**config.mk**
```make
export PLATFORM = sky130hd
export DESIGN_NAME = itf_top
export DESIGN_NICKNAME = d
export VERILOG_FILES = /design/src/itf_pkg.sv /design/src/itf_irq.sv /design/src/itf_timer.sv /design/src/itf_top.sv
export VERILOG_INCLUDE_DIRS = /design/src /design/src/src
export SDC_FILE = /design/constraint.sdc
export NUM_CORES = 1
export LEC_CHECK = 0
export ABC_AREA = 1
export BUFFER_PORTS_ARGS = -buffer_cell sky130_fd_sc_hd__buf_2
export CAP_MARGIN = 15
export CORE_MARGIN = 3
export CORE_UTILIZATION = 55
export DETAILED_ROUTE_END_ITERATION = 8
export GPL_ROUTABILITY_DRIVEN = 1
export GPL_TIMING_DRIVEN = 0
export PLACE_DENSITY = 0.91
export SLEW_MARGIN = 20
export SYNTH_ARGS = -nofsm -noshare
export SYNTH_HDL_FRONTEND = slang
export SYNTH_SLANG_ARGS = --single-unit
```
**constraint.sdc**
```tcl
create_clock -name pclk -period 1.9 [get_ports pclk]
set_input_delay 0.095 -clock pclk [delete_from_list [all_inputs] [get_ports pclk]]
set_output_delay 0.095 -clock pclk [all_outputs]
set_load 0.005 [all_outputs]
```
**src/itf_regs.svh**
```systemverilog
// Register offsets, field positions, reset values and widths for the interval timer block.
`ifndef ITF_REGS_SVH
`define ITF_REGS_SVH

`define ITF_ADDR_W          12
`define ITF_OFF_CNT_LO      12'h000
`define ITF_OFF_CNT_HI      12'h004
`define ITF_OFF_LATCH_LO    12'h008
`define ITF_OFF_LATCH_HI    12'h00c
`define ITF_OFF_AUX_CTRL    12'h010
`define ITF_OFF_FLAG        12'h014
`define ITF_OFF_ENABLE      12'h018
`define ITF_OFF_EDGE_SEL    12'h01c

`define ITF_NUM_SRC         7
`define ITF_NUM_EXT         6
`define ITF_SRC_TIMER       6
`define ITF_BIT_ANY         7
`define ITF_BIT_SET_CLR     7
`define ITF_BIT_PIN_EN      7
`define ITF_BIT_FREE_RUN    6

`define ITF_RST_LATCH       16'hffff
`define ITF_RST_COUNT       16'hffff
`define ITF_RST_AUX_CTRL    8'h00
`define ITF_RST_FLAGS       7'h00
`define ITF_RST_ENABLES     7'h00
`define ITF_RST_EDGE_SEL    6'h00
`define ITF_RST_PIN         1'b1

`endif

```
**src/itf_pkg.sv**
```systemverilog
// Types shared by the interval timer and interrupt flag block.
package itf_pkg;

  typedef logic [7:0]  itf_byte_t;
  typedef logic [15:0] itf_word_t;
  typedef logic [6:0]  itf_src_t;

  typedef enum logic {
    ITF_TMR_IDLE,
    ITF_TMR_RUN
  } itf_tmr_e;

endpackage

```
**src/itf_irq.sv**
```systemverilog
// Interrupt flag and enable registers with the merged request.
`timescale 1ns/1ns
`include "itf_regs.svh"

module itf_irq (
  input  wire logic               pclk,       // Bus clock.
  input  wire logic               presetn,    // Asynchronous reset, active low.
  input  wire itf_pkg::itf_src_t  set_evt,    // One-cycle events per source.
  input  wire itf_pkg::itf_src_t  hw_clr,     // Side-effect clears per source.
  input  wire logic               flag_we,    // Write pulse for the flag register.
  input  wire logic               enable_we,  // Write pulse for the enable register.
  input  wire itf_pkg::itf_byte_t wdata,      // Byte written.
  output itf_pkg::itf_src_t       flags,      // Sticky flags.
  output itf_pkg::itf_src_t       enables,    // Enable bits.
  output logic                    irq_any     // Any enabled flag set.
);

  itf_pkg::itf_src_t sw_clr;
  itf_pkg::itf_src_t next_flags;

  function automatic itf_pkg::itf_src_t enable_update(
    input itf_pkg::itf_src_t  cur,
    input itf_pkg::itf_byte_t wr
  );
    if (wr[`ITF_BIT_SET_CLR]) begin
      enable_update = cur | wr[6:0];
    end else begin
      enable_update = cur & ~wr[6:0];
    end
  endfunction

  // Zero bits leave flags alone; an event in the clear cycle still lands.
  assign sw_clr     = flag_we ? wdata[6:0] : `ITF_RST_FLAGS;
  assign next_flags = (flags & ~(sw_clr | hw_clr)) | set_evt;
  assign irq_any    = |(flags & enables);

  always_ff @(posedge pclk or negedge presetn) begin
    if (!presetn) begin
      flags <= `ITF_RST_FLAGS;
    end else begin
      flags <= next_flags;
    end
  end

  always_ff @(posedge pclk or negedge presetn) begin
    if (!presetn) begin
      enables <= `ITF_RST_ENABLES;
    end else if (enable_we) begin
      enables <= enable_update(enables, wdata);
    end
  end

endmodule // itf_irq

```
**src/itf_timer.sv**
```systemverilog
// Sixteen-bit down counter with reload latches, one-shot and free-running modes and pin drive.
`timescale 1ns/1ns
`include "itf_regs.svh"

module itf_timer (
  input  wire logic              pclk,        // Bus clock.
  input  wire logic              presetn,     // Asynchronous reset, active low.
  input  wire logic              free_run,    // High selects free-running mode.
  input  wire logic              latch_lo_we, // Write pulse for the low latch byte.
  input  wire logic              latch_hi_we, // Write pulse for the high latch byte.
  input  wire logic              cnt_hi_we,   // Write pulse for the counter high byte.
  input  wire itf_pkg::itf_byte_t wdata,      // Byte written.
  output itf_pkg::itf_word_t     latch,       // Reload latch value.
  output itf_pkg::itf_word_t     count,       // Current counter value.
  output logic                   timeout_evt, // One-cycle time-out event.
  output logic                   pin_level    // Level for the port pin.
);

  itf_pkg::itf_tmr_e  state;
  itf_pkg::itf_tmr_e  next_state;
  itf_pkg::itf_word_t next_count;
  logic               at_zero;
  logic               pin_toggle;

  assign at_zero     = (count == 16'h0000);
  assign timeout_evt = at_zero && (state == itf_pkg::ITF_TMR_RUN) && !cnt_hi_we;
  assign pin_toggle  = timeout_evt && (free_run || !pin_level);

  // The counter keeps decrementing after a one-shot time-out, but only a new start re-arms it.
  always_comb begin
    next_state = state;
    next_count = count - 16'h0001;
    if (cnt_hi_we) begin
      next_state = itf_pkg::ITF_TMR_RUN;
      next_count = {wdata, latch[7:0]};
    end else if (timeout_evt) begin
      if (free_run) begin
        next_count = latch;
      end else begin
        next_state = itf_pkg::ITF_TMR_IDLE;
      end
    end
  end

  always_ff @(posedge pclk or negedge presetn) begin
    if (!presetn) begin
      state <= itf_pkg::ITF_TMR_IDLE;
      count <= `ITF_RST_COUNT;
    end else begin
      state <= next_state;
      count <= next_count;
    end
  end

  // Latch writes touch only the latch, never the running count.
  always_ff @(posedge pclk or negedge presetn) begin
    if (!presetn) begin
      latch <= `ITF_RST_LATCH;
    end else begin
      if (latch_lo_we) begin
        latch[7:0] <= wdata;
      end
      if (latch_hi_we || cnt_hi_we) begin
        latch[15:8] <= wdata;
      end
    end
  end

  // Pin goes low on start; one-shot returns it high at time-out, free-run toggles it.
  always_ff @(posedge pclk or negedge presetn) begin
    if (!presetn) begin
      pin_level <= `ITF_RST_PIN;
    end else if (cnt_hi_we) begin
      pin_level <= 1'b0;
    end else if (pin_toggle) begin
      pin_level <= !pin_level;
    end
  end

endmodule // itf_timer

```
**src/itf_top.sv**
```systemverilog
// APB slave top of the interval timer with interrupt flag and enable logic.
//
// The APB interface to the registers and the register addresses were left to the implementer.
`timescale 1ns/1ns
`include "itf_regs.svh"

module itf_top (
  input  wire logic                     pclk,                // Bus clock, 50 MHz.
  input  wire logic                     presetn,             // Asynchronous reset, active low.
  input  wire logic                     psel,                // APB select.
  input  wire logic                     penable,             // APB access phase.
  input  wire logic                     pwrite,              // APB write when high.
  input  wire logic [`ITF_ADDR_W-1:0]   paddr,               // APB byte address.
  input  wire logic [31:0]              pwdata,              // APB write data.
  output logic [31:0]                   prdata,              // APB read data.
  output logic                          pready,              // APB ready.
  output logic                          pslverr,             // APB error on unmapped address.
  input  wire logic [`ITF_NUM_EXT-1:0]  event_in,            // Edge-detecting source pins.
  output logic                          port_b_bit_seven_o,  // Timer pin level.
  output logic                          port_b_bit_seven_oe, // Timer pin drive enable.
  output logic                          irq_n,               // Interrupt request, active low.
  output logic                          irq                  // Interrupt request, active high.
);

  // Bus phase decode.
  wire logic setup_ph;
  wire logic access_ph;
  wire logic wr_acc;
  wire logic rd_acc;

  assign setup_ph  = psel && !penable;
  assign access_ph = psel && penable;
  assign wr_acc    = access_ph && pwrite;
  assign rd_acc    = access_ph && !pwrite;

  // Address decode.
  wire logic hit_cnt_lo;
  wire logic hit_cnt_hi;
  wire logic hit_latch_lo;
  wire logic hit_latch_hi;
  wire logic hit_aux;
  wire logic hit_flag;
  wire logic hit_enable;
  wire logic hit_edge;
  wire logic hit_any;

  // Full-word compare, so unaligned or out-of-map addresses hit nothing.
  function automatic logic addr_hit(
    input logic [`ITF_ADDR_W-1:0] addr,
    input logic [`ITF_ADDR_W-1:0] offset
  );
    addr_hit = (addr == offset);
  endfunction

  assign hit_cnt_lo   = addr_hit(paddr, `ITF_OFF_CNT_LO);
  assign hit_cnt_hi   = addr_hit(paddr, `ITF_OFF_CNT_HI);
  assign hit_latch_lo = addr_hit(paddr, `ITF_OFF_LATCH_LO);
  assign hit_latch_hi = addr_hit(paddr, `ITF_OFF_LATCH_HI);
  assign hit_aux      = addr_hit(paddr, `ITF_OFF_AUX_CTRL);
  assign hit_flag     = addr_hit(paddr, `ITF_OFF_FLAG);
  assign hit_enable   = addr_hit(paddr, `ITF_OFF_ENABLE);
  assign hit_edge     = addr_hit(paddr, `ITF_OFF_EDGE_SEL);
  assign hit_any      = hit_cnt_lo || hit_cnt_hi || hit_latch_lo || hit_latch_hi
                     || hit_aux || hit_flag || hit_enable || hit_edge;

  // Write strobes, one cycle each, at the access edge.
  wire logic               we_latch_lo;
  wire logic               we_latch_hi;
  wire logic               we_cnt_hi;
  wire logic               we_aux;
  wire logic               we_flag;
  wire logic               we_enable;
  wire logic               we_edge;
  wire itf_pkg::itf_byte_t wbyte;

  assign wbyte       = pwdata[7:0];
  // A counter low write lands in the low latch, ready for the start write.
  assign we_latch_lo = wr_acc && (hit_cnt_lo || hit_latch_lo);
  assign we_latch_hi = wr_acc && hit_latch_hi;
  assign we_cnt_hi   = wr_acc && hit_cnt_hi;
  assign we_aux      = wr_acc && hit_aux;
  assign we_flag     = wr_acc && hit_flag;
  assign we_enable   = wr_acc && hit_enable;
  assign we_edge     = wr_acc && hit_edge;

  // Control registers.
  itf_pkg::itf_byte_t           aux_ctrl;
  logic [`ITF_NUM_EXT-1:0]      edge_sel;

  always_ff @(posedge pclk or negedge presetn) begin
    if (!presetn) begin
      aux_ctrl <= `ITF_RST_AUX_CTRL;
    end else if (we_aux) begin
      aux_ctrl <= wbyte;
    end
  end

  always_ff @(posedge pclk or negedge presetn) begin
    if (!presetn) begin
      edge_sel <= `ITF_RST_EDGE_SEL;
    end else if (we_edge) begin
      edge_sel <= wbyte[`ITF_NUM_EXT-1:0];
    end
  end

  wire logic pin_enable;
  wire logic free_run;

  assign pin_enable = aux_ctrl[`ITF_BIT_PIN_EN];
  assign free_run   = aux_ctrl[`ITF_BIT_FREE_RUN];

  // Edge sources: two flip-flops of synchronisation, then a history stage for the edge.
  logic [`ITF_NUM_EXT-1:0] ev_meta;
  logic [`ITF_NUM_EXT-1:0] ev_sync;
  logic [`ITF_NUM_EXT-1:0] ev_prev;

  always_ff @(posedge pclk or negedge presetn) begin
    if (!presetn) begin
      ev_meta <= `ITF_RST_EDGE_SEL;
      ev_sync <= `ITF_RST_EDGE_SEL;
      ev_prev <= `ITF_RST_EDGE_SEL;
    end else begin
      ev_meta <= event_in;
      ev_sync <= ev_meta;
      ev_prev <= ev_sync;
    end
  end

  // A set edge_sel bit picks the rising edge, a clear bit the falling edge.
  wire logic [`ITF_NUM_EXT-1:0] ev_rise;
  wire logic [`ITF_NUM_EXT-1:0] ev_fall;
  wire logic [`ITF_NUM_EXT-1:0] ev_hit;

  assign ev_rise = ev_sync & ~ev_prev;
  assign ev_fall = ~ev_sync & ev_prev;
  assign ev_hit  = (edge_sel & ev_rise) | (~edge_sel & ev_fall);

  // Timer.
  itf_pkg::itf_word_t latch;
  itf_pkg::itf_word_t count;
  logic               timeout_evt;
  logic               pin_level;

  itf_timer i_itf_timer (
    .pclk        (pclk),
    .presetn     (presetn),
    .free_run    (free_run),
    .latch_lo_we (we_latch_lo),
    .latch_hi_we (we_latch_hi),
    .cnt_hi_we   (we_cnt_hi),
    .wdata       (wbyte),
    .latch       (latch),
    .count       (count),
    .timeout_evt (timeout_evt),
    .pin_level   (pin_level)
  );

  // Interrupt flags. Reading the counter low byte acknowledges the timer as well.
  wire itf_pkg::itf_src_t set_evt;
  wire itf_pkg::itf_src_t hw_clr;
  wire logic              timer_clr;
  itf_pkg::itf_src_t      flags;
  itf_pkg::itf_src_t      enables;
  logic                   irq_any;

  assign timer_clr = we_cnt_hi || (rd_acc && hit_cnt_lo);
  assign set_evt   = {timeout_evt, ev_hit};
  assign hw_clr    = {timer_clr, `ITF_RST_EDGE_SEL};

  itf_irq i_itf_irq (
    .pclk      (pclk),
    .presetn   (presetn),
    .set_evt   (set_evt),
    .hw_clr    (hw_clr),
    .flag_we   (we_flag),
    .enable_we (we_enable),
    .wdata     (wbyte),
    .flags     (flags),
    .enables   (enables),
    .irq_any   (irq_any)
  );

  assign irq_n = !irq_any;
  assign irq   = irq_any;

  // Pin drive: the output enable follows the control bit; the level comes from the timer.
  assign port_b_bit_seven_oe = pin_enable;
  assign port_b_bit_seven_o  = pin_level;

  // Read data is captured in the setup cycle and presented in the access cycle.
  logic [7:0] rd_byte;

  always_comb begin
    rd_byte = 8'h00;
    case (1'b1)
      hit_cnt_lo:   rd_byte = count[7:0];
      hit_cnt_hi:   rd_byte = count[15:8];
      hit_latch_lo: rd_byte = latch[7:0];
      hit_latch_hi: rd_byte = latch[15:8];
      hit_aux:      rd_byte = aux_ctrl;
      hit_flag:     rd_byte = {irq_any, flags};
      hit_enable:   rd_byte = {1'b1, enables};
      hit_edge:     rd_byte = {2'b00, edge_sel};
      default:      rd_byte = 8'h00;
    endcase
  end

  always_ff @(posedge pclk or negedge presetn) begin
    if (!presetn) begin
      prdata  <= 32'h0000_0000;
      pslverr <= 1'b0;
    end else if (setup_ph) begin
      prdata  <= {24'h00_0000, pwrite ? 8'h00 : rd_byte};
      pslverr <= !hit_any;
    end else if (!psel) begin
      prdata  <= 32'h0000_0000;
      pslverr <= 1'b0;
    end
  end

  // No wait states: the slave is ready in every access cycle.
  assign pready = access_ph;

endmodule // itf_top
```
==> flow_metrics.env <==
export IMPL_place_ws_ns=0.114
export IMPL_fillCellCount=745
export IMPL_r2r_end="i_itf_timer.count[2]$_DFF_PN1_"
export IMPL_rows=34
export IMPL_cts_buffers=9
export IMPL_synth_edf_count=0
export IMPL_die_x_um=101
export IMPL_maxCapViolCount=0
export IMPL_die_area_um2=10200
export IMPL_ys_warn_count=0
export IMPL_worst_ep_arrival_time_ns=2.07
export IMPL_worstReg2RegStart="i_itf_timer.count[0]$_DFF_PN1_"
export IMPL_critPathMaxStageDelay_ns=0.40
export IMPL_clkSinkCount=89
export IMPL_r2r_cells=10
export IMPL_cts_root_buf="clkbuf_8"
export IMPL_holdPathStages=3
export IMPL_synthMuxAreaShare_pct=0.202
export IMPL_synth_cell_types=39
export IMPL_cts_setup_buffers=0
export IMPL_ys_ff_latch=89
export IMPL_worst_endpoint_required_ns=2.20
export IMPL_criticalPathCategory="register to register"
export IMPL_routed_via_count=4458
export IMPL_cp_slowest_cell="dfstp_2"
export IMPL_report_final_slew_viol_count=0
export IMPL_worst_slew_pin_slew_ns=0.592
export IMPL_io_pin_count=93
export IMPL_ys_async_sr_fraction_pct=100
export IMPL_fin_crit_sh_pct=93.3
export IMPL_hold_path_class="input pin to register"
export IMPL_syn_inst=635
export IMPL_drt_wl_total_mm=12.8
export IMPL_fin_ws_ns=0.127
export IMPL_wl_per_cell_um=15.2
export IMPL_grt_usage_pct=25.6
export IMPL_layout_min_cycle_time_ns=1.77
export IMPL_max_slew_margin_pct=60.6
export IMPL_hold_viol=0
export IMPL_ys_flop_type="dfrtp_1"
export IMPL_ir_worst_vdd_mv=0.385
export IMPL_regToRegSetupSlack_ns=0.13
export IMPL_gp_congestion=0.991
export IMPL_drtIter0Drc=275
export IMPL_core_area_um2=8720
export IMPL_ant_nets=0
export IMPL_start_util_pct=56.9
export IMPL_tns_ns=0
export IMPL_grt_pass1_vias=4108
export IMPL_clockBufferDepth=2
export IMPL_synthSimpleGateAreaFrac_pct=29.8
export IMPL_fin_skew_ns=0.00810
export IMPL_cts_tree="yes"
export IMPL_seq_area_um2=2270
export IMPL_p_leak_nw=2.89
export IMPL_synth_top_family_by_area="simple AND/OR/NAND/NOR gates"
export IMPL_antenna_found_initial=0
export IMPL_min_to="i_itf_irq.flags[6]$_DFF_PN0_"
export IMPL_critPathTopFamily="simple AND/OR/NAND/NOR gates"
export IMPL_cp_common_cell="nand2_1"
export IMPL_h_tree_depth=3
export IMPL_crit_buf_inv=1
export IMPL_grt_setup_unrepaired="yes"
export IMPL_multi_input_area_um2=2230
export IMPL_drive_above_1_share_pct=22.9
export IMPL_cp_end_kind="register"
export IMPL_startpoint_type="register"
export IMPL_seq_area_frac_synth_pct=45.7
export IMPL_synth_xor_area_share_pct=1.59
export IMPL_grt_ovfl_total=0
export IMPL_layout_commonest_cell="nand2_1"
export IMPL_grt_max_degree=46
export IMPL_first_pass_iters=5
export IMPL_pwr_density_cell_nw_per_um2=677
export IMPL_synth_compound_area_share_pct=10.8
export IMPL_drc_errors=0
export IMPL_clk_pin_slew_ns=0.10
export IMPL_viasPerCell=5.30
export IMPL_fin_nets=785
export IMPL_final_util_pct=66.3
export IMPL_synthAdderAreaFrac_pct=0.504
export IMPL_syn_to_final_growth_pct=16.6
export IMPL_dp_hpwl_mm=9.81
export IMPL_num_antenna_cells=0
export IMPL_syn_avg_cell_area_um2=7.81
export IMPL_synth_area_um2=4960
export IMPL_critical_path_cell_chain="inv_1, ha_1, nand2_1, nor2_1, nand4_1, nor2_4, nand3_4, nand2_4, nand2_1, o21ai_2"
export IMPL_numPortBuffers=43
export IMPL_clk_latency_ns=0.37
export IMPL_grt_first_pass_wirelength_mm=20.2
export IMPL_die_h_um=101
export IMPL_cp_max_fo=10
export IMPL_max_freq_mhz=564
export IMPL_hp_start="pwrite"
export IMPL_p_total_w=0.00392
export IMPL_setup_violations_final=0
export IMPL_status="finished, final reports clean"
export IMPL_mostFrequentLayoutCells="183 x nand2_1, 78 x inv_1, 57 x o21ai_0"
==> where the power goes <==
group	switching [W]	total (W)	internal (W)	leakage, nW
sequential	0.000105	0.00213	0.00202	1.05
combinational	0.000282	0.000470	0.000188	1.74
clock	0.000800	0.00132	0.000517	0.101
total	0.00119	0.00392	0.00273	2.89
==> kinds of logic (layout without fill, tap and decap cells) <==
logic type / Yosys count / in the layout
muxes: 1 / 1
xor gates and xnor gates: 9 / 9
adders and majority gates: 2 / 2
DFF: 89 / 89
AOI/OAI and AO/OA: 97 / 97
and+or+nand+nor: 318 / 318
buffers and inverters: 118 / 193
other: 1 / 24
==> worst max-delay path by stage <==
stage / end / depth (start not counted) / start / slack [ns]
after global routing: i_itf_timer.count[0]$_DFF_PN1_ / 10 / i_itf_timer.count[0]$_DFF_PN1_ / -0.001
final: i_itf_timer.count[2]$_DFF_PN1_ / 10 / i_itf_timer.count[0]$_DFF_PN1_ / 0.13
after detailed placement: i_itf_timer.count[14]$_DFF_PN1_ / 12 / i_itf_timer.count[0]$_DFF_PN1_ / 0.11
after floorplan: i_itf_timer.count[14]$_DFF_PN1_ / 10 / i_itf_timer.count[0]$_DFF_PN1_ / 0.40
after global placement: ev_meta[3]$_DFF_PN0_ / 1 / presetn / 0.02
after CTS: i_itf_timer.count[14]$_DFF_PN1_ / 12 / i_itf_timer.count[0]$_DFF_PN1_ / 0.1
==> state kept, by name, indices dropped and copies added (netlist names), named ones only <==
register and cells:
i_itf_timer.count 16, i_itf_timer.latch 16, aux_ctrl 8, prdata 8, i_itf_irq.flags 7, edge_sel 6
ev_meta 6, ev_prev 6, ev_sync 6, i_itf_timer.pin_level 1, i_itf_timer.state 1, pslverr 1
==> through the flow <==
stage | cells | hold WS (ns) | instance area, um2
finish | 841 | 0.0689 | 5790
global route | 841 | 0.0872 | 5790
CTS | 841 | 0.0592 | 5770
detailed placement | 810 | 0.134 | 5420
global placement | 809 | 0.202 | 5400
floorplan | 658 | -0.201 | 5050
==> cells in the mapped netlist, types with 3 or more instances <==
| cell | count | share of area [%] |
|---|---|---|
| a21oi_1 | 6 | 0.61 |
| a31oi_1 | 6 | 0.76 |
| buf_2 | 4 | 0.40 |
| buf_4 | 27 | 4.1 |
| clkbuf_1 | 3 | 0.23 |
| dfrtp_1 | 56 | 28 |
| dfstp_2 | 33 | 17 |
| inv_1 | 78 | 5.9 |
| inv_2 | 3 | 0.23 |
| nand2_1 | 184 | 14 |
| nand2_2 | 7 | 0.88 |
| nand3_1 | 33 | 3.3 |
| nand3_4 | 3 | 1.1 |
| nand3b_1 | 5 | 0.76 |
| nand4_1 | 6 | 0.76 |
| nor2_1 | 52 | 3.9 |
| nor2_2 | 6 | 0.76 |
| nor2_4 | 6 | 1.4 |
| nor3_1 | 6 | 0.61 |
| nor4_1 | 3 | 0.38 |
| o211ai_1 | 7 | 1.1 |
| o21ai_0 | 57 | 5.8 |
| o21ai_1 | 14 | 1.4 |
| o21ai_2 | 5 | 0.88 |
| xnor2_1 | 3 | 0.53 |
| xor2_1 | 6 | 1.1 |
==> layer usage <==
layer | part of all wire, % | global-route usage [%] | wire length, um | vias to the layer above
li1 | - | - | - | 2155
met1 | 44 | 36.4 | 5580 | 2056
met2 | 45 | 39.6 | 5710 | 219
met3 | 10 | 6.02 | 1280 | 28
met4 | 1.8 | 6.44 | 235 | 0
met5 | 0 | 0 | 0 | -
==> worst min-delay path, delay by kind of cell <==
| kind | cells | cell delay, ns |
|---|---|---|
| compound gates | 1 | 0.15 |
| buf+inv | 1 | 0.10 |
| simple gates | 1 | 0.05 |
==> what timing repair did <==
action,CTS,global route
setup endpoints to repair,0,6
hold endpoints to repair,48,0
resized for setup,0,5
hold buffers,15,0
==> area by class of cell <==
class / instances / share of cell area (%)
Sequential cell: 89 / 39.2
Multi-Input combinational cell: 451 / 38.6
Timing Repair Buffer: 59 / 6.70
Inverter: 83 / 5.47
Buffer: 35 / 4.24
Tap cell: 108 / 2.34
Clock buffer: 9 / 2.14
Clock inverter: 7 / 1.28
Power figures use the tool's default switching activity.
